--- src/logic/gpio_hs_map.vh ---
// Constants for the handshake parallel port block: register map, fields.
// Assumes a single 100 MHz clock and the plain register port of the top.
// Notes on behaviour
// Direction bit 1 input, 0 output
// Polarity bit 1 inverts line data
// Reads: inputs sampled, outputs driven, C pins
// Ones catcher latches 1, cleared writing 0
// Special bit on output selects open-drain
// Port C upper nibble protects lower bits
// Handshake ports are double-buffered
// Byte moved sets int_pending, requests interrupt
// Auto-clear on data access; bidirectional by command
// Two-byte mode interrupts on two bytes only
// Single buffer bit holds only one byte
// Link bit joins A and B, 16 bits
// Software accesses B data before A data
// Port type sets direction; no input catchers
// Handshake forces Port C lines to outputs
// Port A uses lines 3 and 2
// Port B uses lines 1 and 0
// Three-wire uses lines 3, 2 and 0
// Bidirectional uses line 0 as direction
// Interlocked waits for the far side each step
// Deskew holds data_available for time plus one
// Strobed moves data on ack_input falling edge
// All pin inputs pass two flip-flops
`ifndef GPIO_HS_MAP_VH
`define GPIO_HS_MAP_VH

`define SEL_A     2'h0
`define SEL_B     2'h1
`define SEL_C     2'h2
`define REG_DATA  3'h0
`define REG_DIR   3'h1
`define REG_POL   3'h2
`define REG_SPC   3'h3
`define REG_MODE  3'h4
`define REG_CSR   3'h5
`define REG_DSK   3'h6

`define RST_DIR8  8'hff
`define RST_DIR4  4'hf
`define ZERO8     8'h00
`define ZERO4     4'h0

`define MD_PT     1:0
`define MD_HS     3:2
`define MD_TWO_BYTE 4
`define MD_SINGLE 5
`define MD_LINK   6
`define PT_BIT    2'h0
`define PT_IN     2'h1
`define PT_OUT    2'h2
`define PT_BI     2'h3
`define HS_STB    2'h1
`define HS_3W     2'h3
`define CSR_PEND  0
`define DSK_TC    3:0
`define DSK_EN    4

`define CNT_ZERO  2'h0
`define CNT_ONE   2'h1
`define CNT_TWO   2'h2

`define A_OUT_LN  2'h3
`define A_ACK_LN  2'h2
`define B_OUT_LN  2'h1
`define B_ACK_LN  2'h0
`define W3_OUT_LN 2'h3
`define W3_IN_LN  2'h2
`define W3_AUX_LN 2'h0
`define BIDIR_LN  0

`endif

--- src/logic/gpio_hs_top.v ---
// Two 8-bit ports with bit or handshake operation plus a 4-bit port C.
// Assumes software on the plain register port and synchronous pin drivers.
//
// Our own choices: the register addresses and the address-and-strobe port.
`timescale 1ns/1ns
`include "gpio_hs_map.vh"

////////////////////////////////////////////////////////////////////////////
module gpio_hs_port #(
  parameter [1:0] OUT_LINE = `A_OUT_LN,
  parameter [1:0] ACK_LINE = `A_ACK_LN
) (
  input  wire       clk,
  input  wire       rst_n,
  input  wire       wr_en,
  input  wire       rd_en,
  input  wire [2:0] idx,
  input  wire [7:0] wdata,
  input  wire       hi_wr,
  input  wire [7:0] pin_s,
  input  wire [7:0] hi_s,
  input  wire [3:0] pc_s,
  output reg  [7:0] rdata,
  output wire [7:0] hi_rdata,
  output wire [7:0] pin_drv,
  output wire [7:0] pin_oe_n,
  output wire [7:0] hi_drv,
  output wire [7:0] hi_oe_n,
  output reg  [3:0] pc_drv,
  output reg  [3:0] pc_own,
  output wire       link,
  output reg        int_pending
);
  reg  [7:0]  dir_r, pol_r, spc_r, out_r, catch_r, mode_r, hi_stage_r;
  reg  [4:0]  dsk_r, dsk_cnt_r;
  reg  [15:0] q0_r, q1_r;
  reg  [1:0]  cnt_r;
  reg         ack_d_r, ready_r, avail_n_r, dac_r;

  wire       hs_on   = mode_r[`MD_PT] != `PT_BIT;
  wire       strb    = mode_r[`MD_HS] == `HS_STB;
  wire       bidir   = mode_r[`MD_PT] == `PT_BI;
  wire       tw      = (mode_r[`MD_HS] == `HS_3W) & ~bidir;
  wire       two_byte = mode_r[`MD_TWO_BYTE];
  wire [1:0] oline   = tw ? `W3_OUT_LN : OUT_LINE;
  // Port type decides direction; bidirectional follows its select line
  wire       dir_out = (mode_r[`MD_PT] == `PT_OUT) |
                       (bidir & pc_s[`BIDIR_LN]);
  wire       ack_l   = tw ? pc_s[`W3_IN_LN] : pc_s[ACK_LINE];
  wire       fall    = ack_d_r & ~ack_l;
  wire [1:0] cap     = mode_r[`MD_SINGLE] ? `CNT_ONE : `CNT_TWO;
  wire       room    = cnt_r < cap;
  wire       nonempty = cnt_r != `CNT_ZERO;
  wire [7:0] pin_pol = pin_s ^ pol_r;
  wire       dwr     = wr_en & (idx == `REG_DATA);
  wire       drd     = rd_en & (idx == `REG_DATA);
  wire       dsk_done = ~dsk_r[`DSK_EN] | (dsk_cnt_r == 5'h00);

  // A write to a full buffer is dropped; software checks the count first
  wire cpu_push = hs_on & dir_out & dwr & room;
  wire cpu_pop  = hs_on & ~dir_out & drd & nonempty;
  wire in_take  = hs_on & ~dir_out & fall & (strb ? room : ready_r);
  wire out_rdy  = tw ? pc_s[`W3_AUX_LN] : ack_l;
  wire out_acc  = strb ? (fall & nonempty) :
                  (~avail_n_r & (tw ? pc_s[`W3_IN_LN] : ~ack_l));
  wire hs_pop   = hs_on & dir_out & out_acc;
  wire push     = cpu_push | in_take;
  wire pop      = cpu_pop | hs_pop;
  wire [15:0] push_d = dir_out ? {hi_stage_r, wdata} : {hi_s, pin_pol};
  wire [1:0] cnt_nxt = cnt_r + {1'b0, push} - {1'b0, pop};
  wire new_head = (push & (cnt_r == `CNT_ZERO)) |
                  (pop & (cnt_r == `CNT_TWO)) |
                  (push & pop & (cnt_r == `CNT_ONE));

  wire pend_set  = hs_on & (dir_out ?
                   hs_pop & (~two_byte | (cnt_nxt == `CNT_ZERO)) :
                   in_take & (~two_byte | (cnt_nxt == cap)));
  wire pend_auto = hs_on & ~bidir & (dir_out ?
                   cpu_push & (~two_byte | (cnt_nxt == cap)) :
                   cpu_pop & (~two_byte | (cnt_nxt == `CNT_ZERO)));
  wire pend_cmd  = wr_en & (idx == `REG_CSR) & wdata[`CSR_PEND];

  // Ones catchers only exist on bit-mode inputs
  wire [7:0] armed    = spc_r & dir_r & {8{~hs_on}};
  wire [7:0] catch_nx = (armed & pin_pol) |
                        (catch_r & armed & ~({8{dwr}} & ~wdata));
  wire [7:0] bit_rd   = (dir_r & ((spc_r & catch_r) | (~spc_r & pin_pol))) |
                        (~dir_r & out_r);
  wire [7:0] drv_val  = hs_on ? (q0_r[7:0] ^ pol_r) : (out_r ^ pol_r);
  wire [7:0] is_out   = hs_on ? {8{dir_out}} : ~dir_r;
  wire [7:0] drv_en   = is_out & (~spc_r | ~drv_val);

  assign pin_drv  = drv_val;
  assign pin_oe_n = ~drv_en;
  assign link     = mode_r[`MD_LINK];
  assign hi_drv   = q0_r[15:8];
  assign hi_oe_n  = ~{8{hs_on & link & dir_out}};
  assign hi_rdata = q0_r[15:8];

  always @* begin
    case (idx)
      `REG_DATA: rdata = hs_on ? q0_r[7:0] : bit_rd;
      `REG_DIR:  rdata = dir_r;
      `REG_POL:  rdata = pol_r;
      `REG_SPC:  rdata = spc_r;
      `REG_MODE: rdata = mode_r;
      `REG_CSR:  rdata = {5'h00, cnt_r, int_pending};
      `REG_DSK:  rdata = {3'h0, dsk_r};
      default:   rdata = `ZERO8;
    endcase
  end

  // Handshake lines claimed from port C
  always @* begin
    pc_own = `ZERO4;
    pc_drv = `ZERO4;
    if (hs_on) begin
      pc_own[oline] = 1'b1;
      pc_drv[oline] = dir_out ? avail_n_r : ready_r;
      if (tw & ~dir_out) begin
        pc_own[`W3_AUX_LN] = 1'b1;
        pc_drv[`W3_AUX_LN] = dac_r;
      end
    end
  end

  always @(posedge clk or negedge rst_n) begin
    if (!rst_n) begin
      dir_r       <= `RST_DIR8;
      pol_r       <= `ZERO8;
      spc_r       <= `ZERO8;
      out_r       <= `ZERO8;
      catch_r     <= `ZERO8;
      mode_r      <= `ZERO8;
      hi_stage_r  <= `ZERO8;
      dsk_r       <= 5'h00;
      dsk_cnt_r   <= 5'h00;
      q0_r        <= 16'h0000;
      q1_r        <= 16'h0000;
      cnt_r       <= `CNT_ZERO;
      ack_d_r     <= 1'b1;
      ready_r     <= 1'b0;
      avail_n_r   <= 1'b1;
      dac_r       <= 1'b0;
      int_pending <= 1'b0;
    end else begin
      if (wr_en && idx == `REG_DIR)
        dir_r <= wdata;
      if (wr_en && idx == `REG_POL)
        pol_r <= wdata;
      if (wr_en && idx == `REG_SPC)
        spc_r <= wdata;
      if (wr_en && idx == `REG_MODE)
        mode_r <= wdata;
      if (wr_en && idx == `REG_DSK)
        dsk_r <= wdata[4:0];
      if (hi_wr)
        hi_stage_r <= wdata;
      if (dwr && !hs_on)
        out_r <= (out_r & dir_r) | (wdata & ~dir_r);
      catch_r <= catch_nx;
      ack_d_r <= ack_l;
      // Set wins over any clear in the same cycle
      int_pending <= pend_set | (int_pending & ~(pend_auto | pend_cmd));

      if (!hs_on) begin
        cnt_r <= `CNT_ZERO;
      end else begin
        cnt_r <= cnt_nxt;
        case ({push, pop})
          2'b10: begin
            if (cnt_r == `CNT_ZERO)
              q0_r <= push_d;
            else
              q1_r <= push_d;
          end
          2'b01: q0_r <= q1_r;
          2'b11: begin
            if (cnt_r == `CNT_ONE) begin
              q0_r <= push_d;
            end else begin
              q0_r <= q1_r;
              q1_r <= push_d;
            end
          end
          default: q0_r <= q0_r;
        endcase
      end

      if (new_head)
        dsk_cnt_r <= {1'b0, dsk_r[`DSK_TC]} + 5'h01;
      else if (dsk_cnt_r != 5'h00)
        dsk_cnt_r <= dsk_cnt_r - 5'h01;

      if (!hs_on || !dir_out)
        avail_n_r <= 1'b1;
      else if (strb)
        avail_n_r <= ~(nonempty & dsk_done & ~new_head);
      else if (avail_n_r && nonempty && dsk_done && !new_head && out_rdy)
        avail_n_r <= 1'b0;
      else if (out_acc)
        avail_n_r <= 1'b1;

      if (!hs_on || dir_out)
        ready_r <= 1'b0;
      else if (strb)
        ready_r <= cnt_nxt < cap;
      else if (in_take)
        ready_r <= 1'b0;
      else if (!ready_r && ack_l && room && !dac_r)
        ready_r <= 1'b1;

      if (!(hs_on && tw && !dir_out))
        dac_r <= 1'b0;
      else if (in_take)
        dac_r <= 1'b1;
      else if (ack_l)
        dac_r <= 1'b0;
    end
  end
endmodule // gpio_hs_port

////////////////////////////////////////////////////////////////////////////
module gpio_hs_top (
  input  wire       clk,
  input  wire       rst_n,
  input  wire [4:0] addr,
  input  wire [7:0] wdata,
  input  wire       wr,
  input  wire       rd,
  output reg  [7:0] rdata,
  input  wire [7:0] pa_in,
  output reg  [7:0] pa_out,
  output reg  [7:0] pa_oe_n,
  input  wire [7:0] pb_in,
  output reg  [7:0] pb_out,
  output reg  [7:0] pb_oe_n,
  input  wire [3:0] pc_in,
  output reg  [3:0] pc_out,
  output reg  [3:0] pc_oe_n,
  output reg        int_pending_a,
  output reg        int_pending_b
);
  reg        rst_m_r, rst_s_r;
  reg  [7:0] pa_m_r, pa_s_r, pb_m_r, pb_s_r;
  reg  [3:0] pc_m_r, pc_s_r;
  reg  [3:0] c_dir_r, c_pol_r, c_spc_r, c_out_r;
  wire [7:0] a_rd, b_rd, a_hi_rd, a_drv, a_oe_n, b_drv, b_oe_n;
  wire [7:0] a_hi_drv, a_hi_oe_n;
  wire [3:0] a_pc_drv, a_pc_own, b_pc_drv, b_pc_own;
  wire       link, a_ip, b_ip;

  wire [1:0] sel   = addr[4:3];
  wire [2:0] idx   = addr[2:0];
  wire       b_dat = (sel == `SEL_B) & (idx == `REG_DATA) & link;
  wire       c_acc = sel == `SEL_C;
  wire [3:0] pc_pol = pc_s_r ^ c_pol_r;
  wire [3:0] own   = a_pc_own | b_pc_own;
  wire [3:0] c_val = (own & (a_pc_drv | b_pc_drv)) | (~own & c_out_r);
  wire [3:0] c_pin = c_val ^ c_pol_r;
  // Claimed lines drive regardless of port C direction
  wire [3:0] c_en  = (own | ~c_dir_r) & (~c_spc_r | ~c_pin);
  reg  [7:0] rd_mux;

  // Reset is released through two flops; pins pass two flops as well
  always @(posedge clk or negedge rst_n) begin
    if (!rst_n) begin
      rst_m_r <= 1'b0;
      rst_s_r <= 1'b0;
    end else begin
      rst_m_r <= 1'b1;
      rst_s_r <= rst_m_r;
    end
  end

  always @(posedge clk or negedge rst_s_r) begin
    if (!rst_s_r) begin
      pa_m_r <= `ZERO8;
      pa_s_r <= `ZERO8;
      pb_m_r <= `ZERO8;
      pb_s_r <= `ZERO8;
      pc_m_r <= `ZERO4;
      pc_s_r <= `ZERO4;
    end else begin
      pa_m_r <= pa_in;
      pa_s_r <= pa_m_r;
      pb_m_r <= pb_in;
      pb_s_r <= pb_m_r;
      pc_m_r <= pc_in;
      pc_s_r <= pc_m_r;
    end
  end

  gpio_hs_port #(.OUT_LINE(`A_OUT_LN), .ACK_LINE(`A_ACK_LN)) u_port_a (
    .clk         (clk),
    .rst_n       (rst_s_r),
    .wr_en       (wr & (sel == `SEL_A)),
    .rd_en       (rd & (sel == `SEL_A)),
    .idx         (idx),
    .wdata       (wdata),
    .hi_wr       (wr & b_dat),
    .pin_s       (pa_s_r),
    .hi_s        (pb_s_r),
    .pc_s        (pc_pol),
    .rdata       (a_rd),
    .hi_rdata    (a_hi_rd),
    .pin_drv     (a_drv),
    .pin_oe_n    (a_oe_n),
    .hi_drv      (a_hi_drv),
    .hi_oe_n     (a_hi_oe_n),
    .pc_drv      (a_pc_drv),
    .pc_own      (a_pc_own),
    .link        (link),
    .int_pending (a_ip)
  );

  gpio_hs_port #(.OUT_LINE(`B_OUT_LN), .ACK_LINE(`B_ACK_LN)) u_port_b (
    .clk         (clk),
    .rst_n       (rst_s_r),
    .wr_en       (wr & (sel == `SEL_B) & ~b_dat),
    .rd_en       (rd & (sel == `SEL_B) & ~b_dat),
    .idx         (idx),
    .wdata       (wdata),
    .hi_wr       (1'b0),
    .pin_s       (pb_s_r),
    .hi_s        (`ZERO8),
    .pc_s        (pc_pol),
    .rdata       (b_rd),
    .hi_rdata    (),
    .pin_drv     (b_drv),
    .pin_oe_n    (b_oe_n),
    .hi_drv      (),
    .hi_oe_n     (),
    .pc_drv      (b_pc_drv),
    .pc_own      (b_pc_own),
    .link        (),
    .int_pending (b_ip)
  );

  always @* begin
    case (sel)
      `SEL_A: rd_mux = a_rd;
      `SEL_B: rd_mux = b_dat ? a_hi_rd : b_rd;
      `SEL_C: begin
        case (idx)
          `REG_DATA: rd_mux = {4'h0, pc_pol};
          `REG_DIR:  rd_mux = {4'h0, c_dir_r};
          `REG_POL:  rd_mux = {4'h0, c_pol_r};
          `REG_SPC:  rd_mux = {4'h0, c_spc_r};
          default:   rd_mux = `ZERO8;
        endcase
      end
      default: rd_mux = `ZERO8;
    endcase
  end

  // All pin outputs are registered, so they lag the logic by one cycle
  always @(posedge clk or negedge rst_s_r) begin
    if (!rst_s_r) begin
      c_dir_r       <= `RST_DIR4;
      c_pol_r       <= `ZERO4;
      c_spc_r       <= `ZERO4;
      c_out_r       <= `ZERO4;
      rdata         <= `ZERO8;
      pa_out        <= `ZERO8;
      pa_oe_n       <= `RST_DIR8;
      pb_out        <= `ZERO8;
      pb_oe_n       <= `RST_DIR8;
      pc_out        <= `ZERO4;
      pc_oe_n       <= `RST_DIR4;
      int_pending_a <= 1'b0;
      int_pending_b <= 1'b0;
    end else begin
      if (wr && c_acc && idx == `REG_DIR)
        c_dir_r <= wdata[3:0];
      if (wr && c_acc && idx == `REG_POL)
        c_pol_r <= wdata[3:0];
      if (wr && c_acc && idx == `REG_SPC)
        c_spc_r <= wdata[3:0];
      if (wr && c_acc && idx == `REG_DATA)
        c_out_r <= (c_out_r & wdata[7:4]) | (wdata[3:0] & ~wdata[7:4]);
      rdata         <= rd ? rd_mux : `ZERO8;
      pa_out        <= a_drv;
      pa_oe_n       <= a_oe_n;
      pb_out        <= link ? a_hi_drv : b_drv;
      pb_oe_n       <= link ? a_hi_oe_n : b_oe_n;
      pc_out        <= c_pin;
      pc_oe_n       <= ~c_en;
      int_pending_a <= a_ip;
      int_pending_b <= b_ip;
    end
  end
endmodule // gpio_hs_top

--- config.mk ---
export PLATFORM = sky130hd
export DESIGN_NAME = gpio_hs_top
export DESIGN_NICKNAME = d
export VERILOG_FILES = /design/src/logic/gpio_hs_top.v
export VERILOG_INCLUDE_DIRS = /design/src /design/src/logic
export SDC_FILE = /design/constraint.sdc
export NUM_CORES = 1
export LEC_CHECK = 0
export ABC_AREA = 1
export CAP_MARGIN = 20
export CORE_ASPECT_RATIO = 0.75
export CORE_MARGIN = 2
export CORE_UTILIZATION = 58
export CTS_CLUSTER_SIZE = 30
export DETAILED_ROUTE_END_ITERATION = 10
export DONT_BUFFER_PORTS = 1
export HOLD_SLACK_MARGIN = 0.12
export PLACE_DENSITY = 0.76
export SLEW_MARGIN = 20
export SYNTH_ARGS = -nofsm -noshare
export SYNTH_HDL_FRONTEND = slang
export SYNTH_SLANG_ARGS = --single-unit
--- constraint.sdc ---
create_clock -name clk -period 8.54 [get_ports clk]
set_input_delay 0.854 -clock clk [delete_from_list [all_inputs] [get_ports clk]]
set_output_delay 0.854 -clock clk [all_outputs]
set_load 0.02 [all_outputs]
=== Yosys cells after proc, flatten, opt, wreduce, memory -nomap -nowiden ===
Cells that the tools add are included.

* Bits in registers: 294
* Output and inout bits: 50
* Logic and storage cells: 458

* Add/sub/neg operators: 8
* Magnitude comparators: 6
* Equal/unequal tests: 36
* Mux-type cells: 84
* Bitwise gates (word level): 192
* Reductions and logical operators: 78

{| class="wikitable"
|+ Operators with widths
! operator !! count
|-
| $and 8x8->8 || 26
|-
| $mux 8 || 15
|-
| $pmux 8 s7 || 2
|-
| $not 8->8 || 12
|-
| $mux 16 || 5
|-
| $or 8x8->8 || 10
|-
| $and 1x1->1 || 77
|-
| $pmux 16 s3 || 1
|-
| $pmux 8 s3 || 2
|-
| $xor 8x8->8 || 6
|-
| $mux 1 || 42
|-
| $logic_and 1x1->1 || 36
|-
| $pmux 16 s2 || 1
|-
| $eq 2x2->1 const B || 13
|-
| $and 4x4->4 || 6
|-
| $not 4->4 || 6
|-
| $or 4x4->4 || 6
|-
| $not 1->1 || 21
|-
| $mux 5 || 4
|-
| $or 1x1->1 || 20
|-
| $mux 4 || 4
|-
| $pmux 4 s4 || 1
|-
| $pmux 8 s2 || 1
|-
| $reduce_bool 2->1 || 8
|-
| 28 further kinds || 79
|}

=== Logic depth before layout (Yosys ltp) ===
Gate-level depths: netlist (run 1).

* Depth in word-level cells: 20
* Depth in mapped cells: 22

=== Modules after synthesis ===
A second synthesis (run 1) with hierarchy kept.

* Cells, all modules: 2179
* Area, all modules: 16991.3 µm²

{| class="wikitable"
|+ Modules (own cells, without submodules)
! module !! times used !! cells each !! area each (µm²) !! seq. area each (µm²)
|-
| gpio_hs_port at u_port_a || 1 || 901 || 6555.0 || 2640.0
|-
| gpio_hs_port at u_port_b || 1 || 882 || 6454.9 || 2640.0
|-
| gpio_hs_top || 1 || 396 || 3981.3 || 2732.6
|}

=== Worst setup path after synthesis (run 1) ===
OpenSTA, ideal clock, no wires.

* Path type: input to register
* Start point: input addr[1]
* End point: register u_port_a.int_pending
* Arrival: 3401 ps
* Setup slack: 5022 ps
* Cell stages on the path: 19
* Buffers on the path: 2
* Path through: nor2_1 > nand2_2 > nor2_8 > nand2_4 > nor2_4 > nor2_8 > inv_4 > buf_4 > buf_2 > ha_1 > xor2_1 > xor2_1 > inv_1 > ha_1 > a21oi_1 > o31ai_1 > nand3_1 > nand3_1 > nand2_1

* Cells in the longest elaborated chain, start to end: 16

{| class="wikitable"
|+ Ends and longest elaborated chain
! what !! line !! text
|-
| start: declaration || gpio_hs_top.v:227 || <nowiki>input wire [4:0] addr,</nowiki>
|-
| $logic_not 3->1 (no line) || -- ||
|-
| $and 1x1->1 || gpio_hs_top.v:55 || <nowiki>wire dwr = wr_en & (idx == `REG_DATA);</nowiki>
|-
| $and 1x1->1 (2 in a row) || gpio_hs_top.v:60 || <nowiki>wire cpu_push = hs_on & dir_out & dwr & room;</nowiki>
|-
| $or 1x1->1 || gpio_hs_top.v:67 || <nowiki>wire push = cpu_push | in_take;</nowiki>
|-
| $add 2x1->2 || gpio_hs_top.v:70 || <nowiki>wire [1:0] cnt_nxt = cnt_r + {1'b0, push} - {1'b0, pop};</nowiki>
|-
| $sub 2x1->2 || gpio_hs_top.v:70 ||
|-
| $eq 2x2->1 / $logic_not 2->1 (equally long branches) || -- ||
|-
| $or 1x1->1, on equally long branches || -- ||
|-
| $and 1x1->1, on equally long branches || gpio_hs_top.v:79, gpio_hs_top.v:80 ||
|-
| $mux 1 || gpio_hs_top.v:78 || <nowiki>wire pend_auto = hs_on & ~bidir & (dir_out ?</nowiki>
|-
| $and 1x1->1 || gpio_hs_top.v:78 ||
|-
| $or 1x1->1 || gpio_hs_top.v:164 || <nowiki>int_pending <= pend_set | (int_pending & ~(pend_auto | pend_cmd));</nowiki>
|-
| $not 1->1 || gpio_hs_top.v:164 ||
|-
| $and 1x1->1 || gpio_hs_top.v:164 ||
|-
| $or 1x1->1 (*) || gpio_hs_top.v:164 ||
|-
| end signal: assignment || gpio_hs_top.v:164 ||
|-
| end: declaration || gpio_hs_top.v:32 || <nowiki>output reg int_pending</nowiki>
|}

Mark *: on every way between the ends. The rest lies on a longest branch, timed or not.
A chain may end at the register's enable or synchronous reset.

=== Final worst setup path (run 1) ===
* Start point: register u_port_b.mode_r[1]
* End point: register u_port_b.int_pending

* Cells in the longest elaborated chain, start to end: 20

{| class="wikitable"
|+ Ends and longest elaborated chain
! what !! line !! text
|-
| start: declaration || gpio_hs_top.v:34 || <nowiki>reg [7:0] dir_r, pol_r, spc_r, out_r, catch_r, mode_r, hi_stage_r;</nowiki>
|-
| start signal: assignment || gpio_hs_top.v:134 || <nowiki>mode_r <= `ZERO8;</nowiki>
|-
| start signal: assignment || gpio_hs_top.v:154 || <nowiki>mode_r <= wdata;</nowiki>
|-
| $eq 2x2->1 (no line) || -- ||
|-
| $not 1->1 || gpio_hs_top.v:43, gpio_hs_top.v:78 ||
|-
| $and 1x1->1 || gpio_hs_top.v:43 || <nowiki>wire tw = (mode_r[`MD_HS] == `HS_3W) & ~bidir;</nowiki>
|-
| $mux 1 || gpio_hs_top.v:49 || <nowiki>wire ack_l = tw ? pc_s[`W3_IN_LN] : pc_s[ACK_LINE];</nowiki>
|-
| $not 1->1 || gpio_hs_top.v:50, gpio_hs_top.v:65 ||
|-
| $and 1x1->1 / $mux 1 (equally long branches) || gpio_hs_top.v:50, gpio_hs_top.v:65 ||
|-
| $and 1x1->1, on equally long branches || gpio_hs_top.v:62, gpio_hs_top.v:64, gpio_hs_top.v:65 ||
|-
| $and 1x1->1 / $mux 1 (equally long branches) || gpio_hs_top.v:62, gpio_hs_top.v:64 ||
|-
| [4 not listed] || -- ||
|-
| $or 1x1->1, on equally long branches || -- ||
|-
| $and 1x1->1, on equally long branches || gpio_hs_top.v:79, gpio_hs_top.v:80 ||
|-
| $mux 1 || gpio_hs_top.v:78 ||
|-
| $and 1x1->1 || gpio_hs_top.v:78 ||
|-
| $or 1x1->1 || gpio_hs_top.v:164 ||
|-
| $not 1->1 || gpio_hs_top.v:164 ||
|-
| $and 1x1->1 || gpio_hs_top.v:164 ||
|-
| $or 1x1->1 (*) || gpio_hs_top.v:164 ||
|-
| end signal: assignment || gpio_hs_top.v:164 ||
|-
| end: declaration || gpio_hs_top.v:32 ||
|}

Marks and branches as above.

==> results of run 1 <==
## through the flow
stage                     power, uW  area, um^2  std cells    util  hold slack (ns)
after floorplan                2783       14300       1687       -           0.3311
after CTS                      4471       15580       2033  0.6467           0.2997
after global placement         3092       14570       1980  0.6048           0.3326
final                          4488       15580       2033  0.6467           0.3108
after global routing           4717       15580       2033  0.6467           0.2961
after detailed placement       3120       14570       1980  0.6048           0.3347
## cells in the final DEF (no fill, tap or decap), types with 6 or more instances in the layout
cell and count:
a211oi_1 7, a21oi_1 92, a311oi_1 11, a31oi_1 12, buf_4 10, clkbuf_16 28
dfrtp_1 249, dfstp_2 44, ha_1 22, inv_1 155, inv_2 9, nand2_1 470
nand2_2 14, nand2_4 7, nand3_1 91, nand3b_1 10, nor2_1 79, nor2_4 8
nor3_1 18, o211ai_1 9, o21ai_0 194, o21ai_1 17, o22ai_1 18, or2_2 6
xnor2_1 8, xor2_1 38
## area by class of cell
type                    instances  area share
flip-flops and latches        294      0.4759
multi-input cells            1175      0.3858
clock buffers                  35     0.04923
clock inverters                17     0.01486
repair buffers                 12    0.006745
inverters                     169     0.04087
well taps                     331     0.02658
## logic make-up (layout without fill, tap and decap cells)
family / Yosys count / count (layout) / synth area share
xor gates and xnor gates: 46 / 46 / 0.02819
other: 1 / 1 / 0.0002624
adders and majority gates: 22 / 22 / 0.01926
buffers and inverters: 218 / 233 / 0.06092
AOI/OAI and AO/OA: 381 / 381 / 0.1475
DFF: 294 / 294 / 0.5186
muxes: 7 / 7 / 0.005077
and+or+nand+nor: 718 / 718 / 0.2202
## worst max-delay path by stage
stage / from / endpoint / slack [ns] / cells after the start
6_report: u_port_b.mode_r[1] / u_port_b.int_pending / 4.51 / 19
5_1_grt: u_port_b.mode_r[1] / u_port_b.int_pending / 4.14 / 19
4_1_cts: u_port_b.mode_r[1] / u_port_b.int_pending / 4.59 / 19
3_5_place_dp: addr[0] / u_port_b.int_pending / 4.50 / 19
3_3_place_gp: addr[0] / u_port_b.int_pending / 4.64 / 19
2_1_floorplan: rst_s_r / asynchronous set/reset pin / 3.77 / 0
## power by group through the flow
stage	clock [uW]	sequential, uW	combinational (uW)
4_1_cts	1360	2110	1010
2_1_floorplan	0	2050	728
3_3_place_gp	0	2120	969
6_report	1340	2120	1030
5_1_grt	1410	2150	1160
3_5_place_dp	0	2120	995
## timing repair
item	4_1_cts	5_1_grt
endpoints found under the setup margin	0	0
hold buffers	1	0
endpoints found under the hold margin	2	0
## layer usage
layer | GRT usage | up-vias | routed length (um)
li1 | - | 5553 | -
met1 | 0.5282 | 5915 | 18020
met2 | 0.4387 | 825 | 16780
met3 | 0.1014 | 105 | 6283
met4 | 0.09273 | 0 | 1224
met5 | 0 | - | 0
==> impl_metrics.py, run 1 <==
metrics = {
    "setup_path": {
        "crit_path_max_incr_delay_ns": 0.58,
        "path_buf_inv": 2,
        "r2r_start": "u_port_b.mode_r[1]",
        "cp_max_fo": 22,
        "rrSetupSlack_ns": 4.51,
        "cp.required_ns": 9.04,
        "r2r-end": "u_port_b.int_pending",
        "critPathSlowestCell": "nand2_1",
        "worst_setup_path_start_kind": "flop",
        "crit_chain": "ha_1, nand3_1, nand2_1, nand2_1, a21oi_1, nand2_1, nand2_2, ha_1, inv_1, ha_1, xor2_1, xor2_1, inv_1, ha_1, a21oi_1, o21ai_0, nand3_1, nand3_1, nand2_1",
        "reg2reg_depth": 19,
        "worstPathArrival_ns": 4.54,
        "path_delay_family": "simple AND/OR/NAND/NOR gates",
        "crit_type": "reg2reg",
        "cp-end-kind": "flop",
    },
    "logic_synthesis": {
        "ys_top_cells_by_area": "dfrtp_1 44%, nand2_1 12%, dfstp_2 8.1%",
        "synth_top_area_share": 0.4377,
        "syn-cell-area_um2": 14290,
        "ys_types": 54,
        "syn_inst": 1687,
        "synth_area_leader_cell": "dfrtp_1",
        "ys_warn_count": 0,
        "avgSynthCellArea_um2": 8.473,
        "synth_fp_nets": 1746,
        "ys_async_sr_fraction": 1.000,
        "synth_seq_cells": 294,
        "post-synth-top-count-cell": "nand2_1",
        "ys_seq_area_frac": 0.5186,
        "synth_edf_count": 0,
        "synthFlopType": "dfrtp_1",
        "synthTopCellsByCount": "470 x nand2_1, 250 x dfrtp_1, 194 x o21ai_0",
    },
    "routing": {
        "totalWireLength_mm": 42.31,
        "via_per_inst": 6.098,
        "wl_per_cell_um": 20.81,
        "dr.pass1.iters": 6,
        "via_count": 12400,
        "first_iter_violations": 1820,
        "drc": 0,
        "ant_nets": 0,
    },
    "pwr": {
        "p_clk_frac": 0.300,
        "p_leak_uw": 0.007389,
        "pwr-share-comb": 0.229,
        "pwr-share-seq": 0.471,
        "switching_share": 0.3652,
        "internal_power_uw": 2849,
        "p_switching_uw": 1639,
        "vdd_ir_drop_max_v": 0.0002307,
        "p_per_area_nw_per_um2": 288.0,
    },
    "clock_tree": {
        "htreeDepth": 1,
        "cts_tree": "yes",
        "clk_pin_slew_ns": 0.07,
        "cts_setup_buffers": 0,
        "clock_path_buffers": 3,
        "clock-sinks": 294,
        "cts_buffers": 28,
        "clk_root_buffer_cell": "clkbuf_16",
        "clk-insertion-delay-late_ns": 0.57,
        "post_cts_resized": 0,
    },
    "timing": {
        "rsz0062_at_grt": "no",
        "tightestPinTransition_ns": 1.041,
        "max_slew_margin": 0.3058,
        "slew_viol_final": 0,
        "hold_violations": 0,
        "period_share": 0.4721,
        "fin_ws_ns": 4.508,
        "skew_ns": 0.02347,
        "setup_tns_ns": 0,
        "setup_viol": 0,
        "period_needed_ns": 4.032,
        "max_freq_mhz": 248.0,
    },
    "cells_and_area": {
        "syn_to_final_growth_pct": 9.007,
        "diodes": 0,
        "regArea_um2": 7416,
        "fillers": 1985,
        "multi_input_area_um2": 6011,
        "reg_top3": "u_port_a.q0_r x16, u_port_a.q1_r x16",
        "drive_gt1_frac": 0.09694,
        "nets": 1739,
    },
    "global_routing": {
        "grt_max_degree": 166,
        "antenna_found_initial": 0,
        "grt_util_all_layers": 0.3336,
        "grt_overflow_total": 0,
        "grt_pass1_vias": 11280,
        "grt_first_pass_wirelength_mm": 65.90,
    },
    "min_path": {
        "worstHoldPathType": "in2reg",
        "hold_start": "pc_in[0]",
        "holdPathEnd": "pc_m_r[0]",
        "holdPathStages": 0,
    },
    "floorplanning": {
        "io_pins": 87,
        "dieHeight_um": 140.0,
        "core_um2": 24090,
        "rows": 49,
        "die_area_um2": 25930,
        "die_w_um": 185.3,
        "initial_utilization": 0.5932,
    },
    "placement": {
        "gp_congestion": 0.9439,
        "io_buffers": 0,
        "dp_hpwl_mm": 29.54,
        "detailedPlace.worstSlack_ns": 4.496,
    },
    "flow_run": {
        "drv_cap": 0,
    },
    "outcome": {
        "outcome": "finished clean",
    },
}
Note: power is estimated with default switching activity, not from simulation.
==> run 2, diff against run 1 <==
Clock period 8.54 ns to 3.65 ns, I/O delays scaled along.
==> run 2 against run 1 <==
  * Worst hold slack worse by 0.18 ns
  * Largest cell class unchanged
  * Sequential share of layout area down 1.4 points
  * Non-clock buffer count up 47
  * Cell area up 3.0%
  * Clock-buffer cell count down 1
  * Clock power up 130%
  * Clock skew down 0.011 ns
==> impl_metrics.py, run 2 (synthesis results as in run 1) <==
metrics = {
    "cells_and_area": {
        "nets": 1787,
        "reg_top3": "u_port_a.q0_r x16, u_port_a.q1_r x16",
        "fillers": 1911,
        "drive_gt1_frac": 0.1074,
        "layout_commonest_cell": "nand2_1",
        "final_cell_mix": "470 x nand2_1, 249 x dfrtp_1, 194 x o21ai_0",
        "syn_to_final_growth_pct": 12.23,
    },
    "routing": {
        "totalWireLength_mm": 42.89,
        "via_per_inst": 6.019,
        "first_iter_violations": 1773,
        "drc": 0,
        "wl_per_cell_um": 20.60,
        "via_count": 12530,
        "ant_nets": 0,
        "dr.pass1.iters": 6,
    },
    "pwr": {
        "p_leak_uw": 0.007631,
        "pwr-share-seq": 0.467,
        "totalPowerFinal_uw": 10530,
        "switching_share": 0.3626,
        "internal_power_uw": 6713,
        "p_clk_frac": 0.298,
        "p_per_area_nw_per_um2": 656.5,
        "p_switching_uw": 3818,
        "vdd_ir_drop_max_v": 0.0004298,
        "pwr-share-comb": 0.236,
    },
    "setup_path": {
        "worst_setup_path_start_kind": "flop",
        "cp_max_fo": 9,
        "crit_chain": "inv_1, ha_1, inv_1, nand3_2, inv_2, nand4_2, nand2_4, ha_1, inv_1, ha_1, xor2_1, xor2_1, inv_1, ha_1, a21oi_1, o31ai_1, nand3_1, nand3_1, nand2_1",
        "worstPathArrival_ns": 3.79,
        "crit_type": "reg2reg",
        "critPathSlowestCell": "dfrtp_1",
        "cp.required_ns": 4.10,
        "cp-end-kind": "flop",
        "crit_path_max_incr_delay_ns": 0.41,
    },
    "floorplanning": {
        "die_area_um2": 25930,
        "io_pins": 87,
        "initial_utilization": 0.5932,
        "die_w_um": 185.3,
        "core_um2": 24090,
        "dieHeight_um": 140.0,
        "rows": 49,
    },
    "timing": {
        "period_share": 0.9158,
        "skew_ns": 0.01220,
        "setup_viol": 0,
        "slew_viol_final": 0,
        "max_freq_mhz": 299.2,
        "rsz0062_at_grt": "no",
        "setup_tns_ns": 0,
        "hold_violations": 0,
        "max_slew_margin": 0.3577,
        "tightestPinTransition_ns": 0.9561,
        "period_needed_ns": 3.343,
    },
    "placement": {
        "gp_congestion": 0.9625,
        "dp_hpwl_mm": 29.87,
        "io_buffers": 0,
    },
    "clock_tree": {
        "clk_pin_slew_ns": 0.07,
        "clock_path_buffers": 3,
        "cts_buffers": 29,
        "clk-insertion-delay-late_ns": 0.56,
        "htreeDepth": 1,
        "clock-sinks": 294,
        "cts_tree": "yes",
        "clk_root_buffer_cell": "clkbuf_16",
    },
    "global_routing": {
        "grt_first_pass_wirelength_mm": 66.12,
        "grt_max_degree": 91,
        "antenna_found_initial": 0,
        "grt_util_all_layers": 0.3342,
        "grt_pass1_vias": 11650,
        "grt_overflow_total": 0,
    },
    "flow_run": {
        "drv_cap": 0,
    },
    "outcome": {
        "outcome": "finished clean",
    },
    "min_path": {
        "worstHoldPathType": "in2reg",
    },
}
-- run 2: power by group through the flow --
stage	registers [uW]	clock network [uW]	logic, uW
4_1_cts	4900	3160	2420
3_5_place_dp	4930	0	2370
2_1_floorplan	4810	0	1700
5_1_grt	4990	3300	2750
6_report	4910	3140	2480
3_3_place_gp	4930	0	2300
-- run 2: worst max-delay path, delay by kind of cell, from the launching register on --
| kind | cells | cell delay (ns) |
|---|---|---|
| buffers and inverters | 5 | 0.63 |
| adder cells (fa/ha/maj) | 4 | 0.88 |
| XOR/XNOR | 2 | 0.42 |
| flip-flops | 1 | 0.41 |
| AND/OR/NAND/NOR | 6 | 0.58 |
| AO/OA/AOI/OAI | 2 | 0.31 |
-- run 2: final timing paths --
check | startpoint | endpoint | slack, ns | cells past startpoint
min in group asynchronous | rst_s_r | u_port_b.cnt_r[0] | 0.33 | 0
worst min-delay path | wdata[0] | u_port_b.q1_r[0] | 0.13 | 4
max in group asynchronous | rst_s_r | pb_oe_n[1] | 2.40 | 1
worst min register to register | rst_s_r | u_port_b.cnt_r[0] | 0.33 | 0
worst max-delay path | u_port_a.mode_r[1] | u_port_a.int_pending | 0.31 | 19
worst max register to register | u_port_a.mode_r[1] | u_port_a.int_pending | 0.31 | 19
-- run 2: through the flow --
stage / cells / util / area, um^2 / hold WS, ns / setup slack (ns)
2_1_floorplan: 1687 / - / 14300 / 0.06941 / 0.3892
3_3_place_gp: 1998 / 0.6115 / 14730 / 0.06947 / 0.4713
3_5_place_dp: 1998 / 0.6115 / 14730 / 0.06947 / 0.4021
4_1_cts: 2081 / 0.6656 / 16040 / 0.1247 / 0.3660
5_1_grt: 2081 / 0.6657 / 16040 / 0.1389 / 0.02569
6_report: 2082 / 0.6658 / 16040 / 0.1306 / 0.3074
-- run 2: timing repair --
item	CTS	global route
hold endpoints to repair	42	0
buffers inserted	0	0
resized for setup	0	1
hold buffers	30	0
setup endpoints to repair	0	2
-- run 2: layer usage --
layer | GRT usage | vias to the layer above | part of all wire
met2 | 0.4686 | 870 | 0.42
met5 | 0 | - | 0
met4 | 0.07978 | 0 | 0.024
li1 | - | 5644 | -
met1 | 0.5161 | 5913 | 0.42
met3 | 0.08996 | 105 | 0.14
-- run 2: final cells by class --
type | instances | area [um^2] | area share
clock buffers | 34 | 794.5 | 0.04953
inverters | 169 | 636.9 | 0.03970
clock inverters | 19 | 209.0 | 0.01303
well taps | 331 | 414.1 | 0.02582
multi-input cells | 1175 | 6013 | 0.3749
diodes | 1 | 2.502 | 0.0001560
repair buffers | 59 | 555.5 | 0.03463
flip-flops and latches | 294 | 7416 | 0.4623
==> run 3, diff against run 2 <==
Settings changed: ABC_AREA 1 to not set, CAP_MARGIN 20 to not set.
==> run 3 against run 2 <==
  * Utilization rose by 0.87 points
  * Clock-buffer cell count rose by 5
  * Cell area rose by 1.8%
  * Critical endpoint is now u_port_b.int_pending
  * Clock power rose by 3%
  * Total power rose by 1.4%
  * Clock skew fell by 0.0014 ns
==> impl_metrics.py, run 3 <==
metrics = {
    "outcome": {
        "outcome": "finished clean",
    },
    "logic_synthesis": {
        "post-synth-top-count-cell": "dfrtp_1",
        "ys_async_sr_fraction": 1.000,
        "synthTopCellsByCount": "250 x dfrtp_1, 149 x mux2_2, 97 x mux2i_1",
        "synth_seq_cells": 294,
        "ys_warn_count": 0,
        "synthFlopType": "dfrtp_1",
        "avgSynthCellArea_um2": 11.49,
        "ys_top_cells_by_area": "dfrtp_1 43%, mux2_2 12%, dfstp_2 8.0%",
        "syn_inst": 1257,
        "syn-cell-area_um2": 14440,
        "synth_top_area_share": 0.4333,
        "synth_edf_count": 0,
        "synth_fp_nets": 1316,
        "ys_seq_area_frac": 0.5133,
        "synth_area_leader_cell": "dfrtp_1",
        "ys_types": 79,
    },
    "clock_tree": {
        "cts_tree": "yes",
        "clk-insertion-delay-late_ns": 0.58,
        "clock_path_buffers": 3,
        "cts_buffers": 29,
        "clk_pin_slew_ns": 0.07,
        "clk_root_buffer_cell": "clkbuf_16",
        "htreeDepth": 1,
        "clock-sinks": 294,
    },
    "floorplanning": {
        "initial_utilization": 0.5962,
        "dieHeight_um": 140.6,
        "core_um2": 24220,
        "die_area_um2": 26190,
        "die_w_um": 186.2,
        "rows": 49,
        "io_pins": 87,
    },
    "pwr": {
        "p_leak_uw": 0.006934,
        "vdd_ir_drop_max_v": 0.0006135,
        "internal_power_uw": 7103,
        "pwr-share-seq": 0.470,
        "pwr-share-comb": 0.228,
        "p_clk_frac": 0.302,
        "p_per_area_nw_per_um2": 653.7,
        "p_switching_uw": 3574,
        "switching_share": 0.3348,
    },
    "setup_path": {
        "critPathSlowestCell": "dfrtp_1",
        "path_buf_inv": 2,
        "path_common_cell": "ha_1",
        "worst_setup_path_start_kind": "flop",
        "worstPathArrival_ns": 3.88,
        "cp_max_fo": 6,
        "crit_chain": "ha_1, nand3b_1, mux2i_2, inv_1, o21ai_1, a21bo_2, ha_1, inv_1, ha_1, xnor2_2, xnor2_2, ha_1, a21boi_1, o22ai_1, nand2_1, o211ai_1, o221ai_1",
        "crit_path_max_incr_delay_ns": 0.44,
        "cp-end-kind": "flop",
        "cp.required_ns": 4.09,
        "crit_type": "reg2reg",
        "path_delay_family": "adder cells",
    },
    "routing": {
        "dr.pass1.iters": 6,
        "via_per_inst": 6.393,
        "drc": 0,
        "via_count": 10540,
        "wl_per_cell_um": 24.20,
        "ant_nets": 0,
        "totalWireLength_mm": 39.89,
        "first_iter_violations": 1439,
    },
    "global_routing": {
        "grt_pass1_vias": 10300,
        "grt_overflow_total": 0,
        "antenna_found_initial": 0,
        "grt_max_degree": 69,
        "grt_util_all_layers": 0.3099,
        "grt_first_pass_wirelength_mm": 61.22,
    },
    "cells_and_area": {
        "final_cell_mix": "248 x dfrtp_1, 149 x mux2_2, 96 x mux2i_1",
        "reg_top3": "u_port_a.q0_r x16, u_port_a.q1_r x16",
        "nets": 1353,
        "diodes": 0,
        "fillers": 1766,
        "syn_to_final_growth_pct": 13.12,
        "drive_gt1_frac": 0.2445,
        "layout_commonest_cell": "dfrtp_1",
        "design_area_um2": 16330,
    },
    "timing": {
        "setup_viol": 0,
        "setup_tns_ns": 0,
        "max_freq_mhz": 290.6,
        "hold_violations": 0,
        "period_share": 0.9427,
        "skew_ns": 0.01083,
        "holdWs_ns": 0.1318,
        "slew_viol_final": 0,
        "tightestPinTransition_ns": 1.142,
        "period_needed_ns": 3.441,
        "max_slew_margin": 0.2364,
    },
    "placement": {
        "gp_congestion": 0.9253,
        "io_buffers": 0,
        "dp_hpwl_mm": 26.11,
        "post_dp_cell_area_um2": 14870,
    },
    "min_path": {
        "worstHoldPathType": "in2reg",
    },
    "flow_run": {
        "drv_cap": 0,
    },
}
-- run 3: cell count changes after synthesis, moves of 17 or more --
cell	before	now
nor2b_1	0	20
a22oi_1	1	22
xor2_1	38	8
nand2_1	470	76
clkbuf_1	28	45
o21ai_0	194	70
mux2i_1	5	97
xnor2_1	8	43
nand3_1	91	32
mux2_2	2	149
inv_1	155	24
-- run 3: area by class of cell --
| type | instances | area [um^2] | share of cell area |
|---|---|---|---|
| clock buffer | 39 | 843.3 | 0.05163 |
| clock inverter | 15 | 198.9 | 0.01218 |
| inverter | 26 | 97.59 | 0.005975 |
| multi-input combinational | 875 | 6729 | 0.4120 |
| sequential | 294 | 7417 | 0.4541 |
| tap | 331 | 414.1 | 0.02536 |
| timing repair buffer | 68 | 633.1 | 0.03876 |
-- run 3: power groups by stage --
stage	Sequential, uW	Clock [uW]	Combinational, uW
6_report	5020	3230	2430
5_1_grt	5100	3400	2670
4_1_cts	5000	3260	2390
3_5_place_dp	5050	0	2300
3_3_place_gp	5020	0	2250
2_1_floorplan	4840	0	1790
-- run 3: cells by family after synthesis --
| kind of cell | Yosys count | share of synthesized area |
|---|---|---|
| DFF | 294 | 0.5133 |
| AOI/OAI and AO/OA | 277 | 0.1250 |
| and+or+nand+nor | 264 | 0.08709 |
| muxes | 258 | 0.1964 |
| buffers and inverters | 88 | 0.02487 |
| xor gates and xnor gates | 53 | 0.03397 |
| adders and majority gates | 22 | 0.01906 |
| other | 1 | 0.0002597 |
-- run 3: routing by layer --
metal / wire length, um / share of wire / GRT usage / vias up
met1: 17230 / 0.43 / 0.4544 / 5288
met2: 17430 / 0.44 / 0.4584 / 544
met5: 0 / 0 / 0 / -
met3: 3840 / 0.096 / 0.07776 / 101
li1: - / - / - / 4602
met4: 1391 / 0.035 / 0.08993 / 0
-- run 3: path summary, 6_finish.rpt --
path / startpoint / endpoint / slack, ns / cells after the start
max: u_port_b.mode_r[1] / u_port_b.int_pending / 0.21 / 17
min: wdata[5] / u_port_b.q1_r[5] / 0.13 / 3
max reg2reg: u_port_b.mode_r[1] / u_port_b.int_pending / 0.21 / 17
min reg2reg: pa_m_r[7] / pa_s_r[7] / 0.35 / 0
max in group asynchronous: rst_s_r / u_port_b.dir_r[5] / 2.38 / 1
min in group asynchronous: rst_s_r / c_pol_r[3] / 0.37 / 0
-- run 3: per-stage QoR --
stage	setup WS (ns)	util	power (uW)	std cells
floorplan	0.3408	-	6631	1257
global placement	0.2424	0.6142	7268	1557
detailed placement	0.1266	0.6142	7345	1557
CTS	0.08566	0.6713	10650	1645
global route	-0.006386	0.6745	11180	1648
finish	0.2092	0.6745	10680	1648
-- run 3: repair_timing --
item	4_1_cts	5_1_grt
hold buffers	34	0
resized for setup	0	11
setup buffers	0	3
endpoints found under the setup margin	0	2
endpoints found under the hold margin	157	0
-- run 3: tightest hold or removal path, cell delays in order --
cell and delay (ns):
nand2_1 0.03, o21ai_0 0.11, mux2_2 0.17
